File: src/dct_pkg.sv
// Constants and carrier types for the delay coincidence trigger.
package dct_pkg;

	localparam int          DCT_BITS        = 13;
	localparam int          CLK_PERIOD_NS   = 100;
	localparam int          STEP_TIME_NS    = 20000;
	localparam int          STEP_CYCLES     = STEP_TIME_NS / CLK_PERIOD_NS;
	localparam int          SQ_ACTIVE_CYCLES = STEP_CYCLES / 2;
	localparam int          PRE_W           = $clog2(STEP_CYCLES);
	localparam logic [12:0] COUNT_RESET     = 13'h0000;
	localparam logic [PRE_W-1:0] PRE_RESET  = '0;

	// One delay or counter word carried on true and complement rails.
	typedef struct packed {
		logic [DCT_BITS-1:0] bits;
		logic [DCT_BITS-1:0] cmpl;
	} dct_dual_t;

	// The three presence indicators.
	typedef struct packed {
		logic counter;
		logic first;
		logic second;
	} dct_ind_t;

endpackage

File: src/dct_coincidence.sv
// Time counter, dual-rail coincidence detectors and gated slave trigger outputs.
//
// Behaviour
// - Thirteen comparison stages, one per bit.
// - Stage agrees when both rails match.
// - Any stage mismatch holds match inactive.
// - Separate match lines for each slave.
// - Master trigger clears counter to zero.
// - Counter advances once every 20 microseconds.
// - Match produces the matching slave trigger.
// - Counter keeps running until next master.
// - Trigger only during match and square-wave phase.
// - No match blocks wave, output stays inactive.
// - Second slave output behaves like first.
// - Indicators show counter and delay inputs present.
module dct_coincidence
(
	input  wire logic              mclk,
	input  wire logic              rst_n,
	input  wire logic              master_trigger,
	input  wire dct_pkg::dct_dual_t first_delay,
	input  wire dct_pkg::dct_dual_t second_delay,
	output logic                   first_slave_trigger,
	output logic                   second_slave_trigger,
	output dct_pkg::dct_ind_t      indicators
);
	import dct_pkg::*;

	// The wave needs at least two clocks per step, and the rails are fixed at thirteen bits.
	if (STEP_CYCLES < 2 || DCT_BITS != 13) begin : g_bad_cfg
		$error("dct_coincidence: unsupported step or width");
	end

	// Reset release through two flip-flops.
	logic rst_meta_n;
	logic rst_s_n;

	always_ff @(posedge mclk or negedge rst_n) begin
		if (!rst_n) begin
			rst_meta_n <= 1'b0;
			rst_s_n    <= 1'b0;
		end else begin
			rst_meta_n <= 1'b1;
			rst_s_n    <= rst_meta_n;
		end
	end

	// Pin synchronisers; the edge detector looks only at the second stage onward.
	logic      mt_meta;
	logic      mt_sync;
	logic      mt_prev;
	dct_dual_t d1_meta;
	dct_dual_t d1;
	dct_dual_t d2_meta;
	dct_dual_t d2;
	logic      mstr_edge;

	always_ff @(posedge mclk or negedge rst_s_n) begin
		if (!rst_s_n) begin
			mt_meta <= 1'b0;
			mt_sync <= 1'b0;
			mt_prev <= 1'b0;
			d1_meta <= '0;
			d1      <= '0;
			d2_meta <= '0;
			d2      <= '0;
		end else begin
			mt_meta <= master_trigger;
			mt_sync <= mt_meta;
			mt_prev <= mt_sync;
			d1_meta <= first_delay;
			d1      <= d1_meta;
			d2_meta <= second_delay;
			d2      <= d2_meta;
		end
	end

	assign mstr_edge = mt_sync & ~mt_prev;

	// Time counter and step prescaler.
	logic [DCT_BITS-1:0] cnt;
	logic [DCT_BITS-1:0] next_cnt;
	logic [PRE_W-1:0]    pre;
	logic [PRE_W-1:0]    next_pre;
	logic                running;
	logic                next_running;
	logic                step_end;
	logic                sq_active;

	assign step_end  = (pre == PRE_W'(STEP_CYCLES - 1));
	// The square wave shares the step prescaler, so each counter step holds one wave period.
	assign sq_active = (pre < PRE_W'(SQ_ACTIVE_CYCLES));

	always_comb begin
		next_cnt     = cnt;
		next_pre     = pre;
		next_running = running | mstr_edge;
		if (mstr_edge) begin
			next_cnt = COUNT_RESET;
			next_pre = PRE_RESET;
		end else if (step_end) begin
			next_pre = PRE_RESET;
			next_cnt = cnt + DCT_BITS'(1);
		end else begin
			next_pre = pre + PRE_W'(1);
		end
	end

	always_ff @(posedge mclk or negedge rst_s_n) begin
		if (!rst_s_n) begin
			cnt     <= COUNT_RESET;
			pre     <= PRE_RESET;
			running <= 1'b0;
		end else begin
			cnt     <= next_cnt;
			pre     <= next_pre;
			running <= next_running;
		end
	end

	// Comparison stages; the counter presents its own complement rail.
	logic [DCT_BITS-1:0] agree1;
	logic [DCT_BITS-1:0] agree2;
	logic [DCT_BITS-1:0] cnt_cmpl;
	logic                match1;
	logic                match2;

	assign cnt_cmpl = ~cnt;

	for (genvar i = 0; i < DCT_BITS; i++) begin : g_stage
		assign agree1[i] = (cnt[i] == d1.bits[i]) && (cnt_cmpl[i] == d1.cmpl[i]);
		assign agree2[i] = (cnt[i] == d2.bits[i]) && (cnt_cmpl[i] == d2.cmpl[i]);
	end

	assign match1 = &agree1;
	assign match2 = &agree2;

	// Output stages. A delivered pulse arms a lockout until the next master trigger,
	// because the counter wraps and could otherwise coincide again in a long cycle.
	logic fired1;
	logic fired2;
	logic next_fired1;
	logic next_fired2;
	logic gate1;
	logic gate2;
	logic next_trig1;
	logic next_trig2;

	always_comb begin
		gate1 = running & match1 & sq_active;
		gate2 = running & match2 & sq_active;
		next_trig1 = gate1 & ~fired1;
		next_trig2 = gate2 & ~fired2;
		// one pulse per cycle; end of pulse wins over master clear
		next_fired1 = (first_slave_trigger & ~next_trig1) | (fired1 & ~mstr_edge);
		next_fired2 = (second_slave_trigger & ~next_trig2) | (fired2 & ~mstr_edge);
	end

	// Presence: counter running, delay words well formed on both rails.
	dct_ind_t next_ind;

	always_comb begin
		next_ind.counter = running;
		next_ind.first   = ((d1.bits ^ d1.cmpl) == '1);
		next_ind.second  = ((d2.bits ^ d2.cmpl) == '1);
	end

	always_ff @(posedge mclk or negedge rst_s_n) begin
		if (!rst_s_n) begin
			fired1               <= 1'b0;
			fired2               <= 1'b0;
			first_slave_trigger  <= 1'b0;
			second_slave_trigger <= 1'b0;
			indicators           <= '0;
		end else begin
			fired1               <= next_fired1;
			fired2               <= next_fired2;
			first_slave_trigger  <= next_trig1;
			second_slave_trigger <= next_trig2;
			indicators           <= next_ind;
		end
	end
endmodule

File: config.mk
export PLATFORM = sky130hd
export DESIGN_NAME = dct_coincidence
export DESIGN_NICKNAME = d
export VERILOG_FILES = /design/src/dct_pkg.sv /design/src/dct_coincidence.sv
export SDC_FILE = /design/constraint.sdc
export NUM_CORES = 1
export LEC_CHECK = 0
export ABC_AREA = 1
export BUFFER_PORTS_ARGS = -buffer_cell sky130_fd_sc_hd__buf_2
export CORE_MARGIN = 4
export CORE_UTILIZATION = 60
export CTS_CLUSTER_SIZE = 12
export DETAILED_ROUTE_END_ITERATION = 6
export PLACE_DENSITY_LB_ADDON = 0.12
export SLEW_MARGIN = 30
export SYNTH_ARGS = -nofsm -noshare
export SYNTH_HDL_FRONTEND = slang
export SYNTH_SLANG_ARGS = --single-unit
export TNS_END_PERCENT = 30
File: constraint.sdc
create_clock -name mclk -period 11 [get_ports mclk]
set_input_delay 1.1 -clock mclk [delete_from_list [all_inputs] [get_ports mclk]]
set_output_delay 1.1 -clock mclk [all_outputs]
set_load 0.02 [all_outputs]
==> results.json <==
{
  "outcome": "completed",
  "slowest_delay_ps": 360,
  "antenna_left": 0,
  "peakVddDrop_mv": 0.128,
  "dieArea_mm2": 0.00999,
  "cts_buffers": 17,
  "die-width_um": 100,
  "final_nets": 645,
  "synth_cells": 510,
  "required_ps": 9900,
  "synth_warnings": 0,
  "fin_crit_ps": 2120,
  "overflow": 0,
  "syn_area_mm2": 0.00507,
  "cp_top_family": "flip-flops",
  "critPathMaxFanout": 1,
  "rows": 33,
  "cts_hold_buf": 0,
  "finalHoldViolCount": 0,
  "worst-r2r-setup-slack_ps": 9120,
  "totalWireLength_mm": 10.8,
  "gr-max-usage-layer": "met2",
  "diodes": 0,
  "worstSetupEndpointType": "output pin",
  "synth.distinct_cells": 31,
  "setup_viol": 0,
  "power_mw": 1.18,
  "arrival_ps": 1020,
  "async_reset_ff_share_pct": 100,
  "core_area_mm2": 0.00822,
  "cts_sinks": 138,
  "hpwl_mm": 6.80,
  "syn-num-nets": 567,
  "n_fill_cell": 560,
  "clockBufferDepth": 2,
  "clkLatencyLatePin_ps": 510,
  "report.final.slew_viol_count": 0,
  "post_cts_resized": 0,
  "ys_seq_elements": 138,
  "grt_usage_pct": 22.2,
  "crit_path_start_kind": "flip-flop",
  "io_pins": 60,
  "maxSlewHeadroom_pct": 51.6,
  "die_h_um": 100,
  "initial_utilization_pct": 61.8,
  "cts_tree": "done",
  "vias_per_cell": 5.05,
  "gp_congestion": 0.929,
  "htree_levels": 4,
  "multi_input_area_mm2": 0.00133,
  "syn_avg_cell_area_um2": 9.95,
  "rsz0062_at_grt": "no",
  "vias": 3567,
  "worst-path-buf-inv": 1,
  "dp_slack_ps": 9140,
  "synth_edf_count": 0,
  "grt_max_degree": 78,
  "final_area_mm2": 0.00613,
  "timing.fmax_mhz": 471,
  "syn_to_final_growth_pct": 20.7,
  "crit_chain": "buf_2",
  "synth_top_area_share_pct": 68.0,
  "grt_pass1_vias": 3696,
  "seq_area_mm2": 0.00346,
  "fin_crit_sh_pct": 19.3,
  "port_buffers": 59,
  "worstSetupPathType": "reg -> out",
  "fin_skew_ps": 17.9,
  "synth_area_leaders": "dfrtp_1 (68%), nand2_1 (8.9%), nor2_1 (6.4%)",
  "grt_util_met2_pct": 36.1,
  "antenna_found_initial": 0,
  "place_area_mm2": 0.00549,
  "grtUsageMet1_pct": 27.6,
  "crit_slowest_cell": "dfrtp_1",
  "hp-class": "reg -> async",
  "wl_per_cell_um": 15.3,
  "drcViolationCount": 0,
  "post-cts-setup-buffer-count": 0,
  "root_buffer": "clkbuf_8",
  "synth_most_common_cell": "dfrtp_1",
  "clkTransAtPathRegs_ps": 70,
  "setup_slack_ps": 8880,
  "synth_common_cells": "dfrtp_1 (138), nand2_1 (120), nor2_1 (86), inv_1 (71), o21ai_0 (29)",
  "yosysTopAreaCell": "dfrtp_1",
  "yosys_most_used_dff": "dfrtp_1",
  "power_density_mw_per_mm2": 193,
  "grt_pass1_wl_mm": 16.9,
  "setup_tns_ps": 0,
  "leakage_nw": 3.16,
  "dr.pass1.iters": 5,
  "layout-drive-gt1-share_pct": 18.1,
  "drt_first_iter_violations": 148,
  "grt_util_met3_pct": 5.77,
  "fin_util_pct": 74.6,
  "worst_pin_slew_ps": 725,
  "ys_seq_area_share_pct": 68.0,
  "cap_violations": 0
}
final timing paths:
path | to | from | depth (start not counted)
max | indicators[0] | indicators[0] | 1
min | d2_meta[13] | rst_s_n | 0
max reg2reg | pre[7] | pre[0] | 8
min reg2reg | d2_meta[13] | rst_s_n | 0
max in group asynchronous | d1_meta[1] | rst_s_n | 1
min in group mclk | d1[14] | d1_meta[14] | 0
flip-flops by register name, summed over array words and instances (netlist names):
signal and count:
pre 8, first_slave_trigger 1, second_slave_trigger 1, fired1 1, d2 26, rst_meta_n 1
rst_s_n 1, running 1, mt_prev 1, indicators 3, mt_sync 1, mt_meta 1
d1_meta 26, d1 26, cnt 13, fired2 1, d2_meta 26
report_power, final:
| group | total (mW) | internal (mW) | switching [mW] |
|---|---|---|---|
| Combinational | 0.0528 | 0.0212 | 0.0316 |
| Clock | 0.578 | 0.351 | 0.227 |
| Sequential | 0.551 | 0.533 | 0.0178 |
through the flow:
stage               hold slack, ps  instances
global route                   299        706
floorplan                      331        510
detailed placement             335        673
CTS                            341        705
global placement               332        673
finish                         253        706
cells by family (layout without fill, tap and decap cells):
group                    Yosys count  count (layout)  synth area share, %
AO/OA/AOI/OAI                     50              50                 5.60
XOR/XNOR                           2               2                0.345
adder cells (fa/ha/maj)            2               2                0.493
buffers and inverters             74             165                 5.70
flip-flops                       138             138                 68.0
other                              1               1               0.0739
AND/OR/NAND/NOR                  243             243                 19.7
metal layers:
layer	up-vias	wire length, µm	part of all wire (%)
li1	1731	-	-
met1	1700	4580	42
met2	113	5470	51
met3	23	456	4.2
met4	0	287	2.7
met5	-	0	0
layout by cell type, fill, tap and decap left out, types with 2 or more instances in the layout:
master	n
o22ai_1	2
clkbuf_16	16
nand4_1	7
clkinvlp_4	2
nand2_1	120
o21ai_0	29
nor2_1	86
ha_1	2
or2_2	5
inv_1	71
inv_6	4
nor3_1	7
o21ai_2	2
bufinv_16	3
clkinv_4	4
buf_2	59
nand3_1	10
a22o_1	3
dfrtp_1	137
a21oi_1	11
area by class of cell:
cell class | count | share of cell area (%)
inverters | 72 | 4.41
flip-flops and latches | 138 | 56.4
multi-input cells | 298 | 21.8
clock buffers | 18 | 6.82
clock inverters | 14 | 3.04
well taps | 105 | 2.14
repair buffers | 61 | 5.39
No activity file was read; power rests on OpenSTA's default activity.
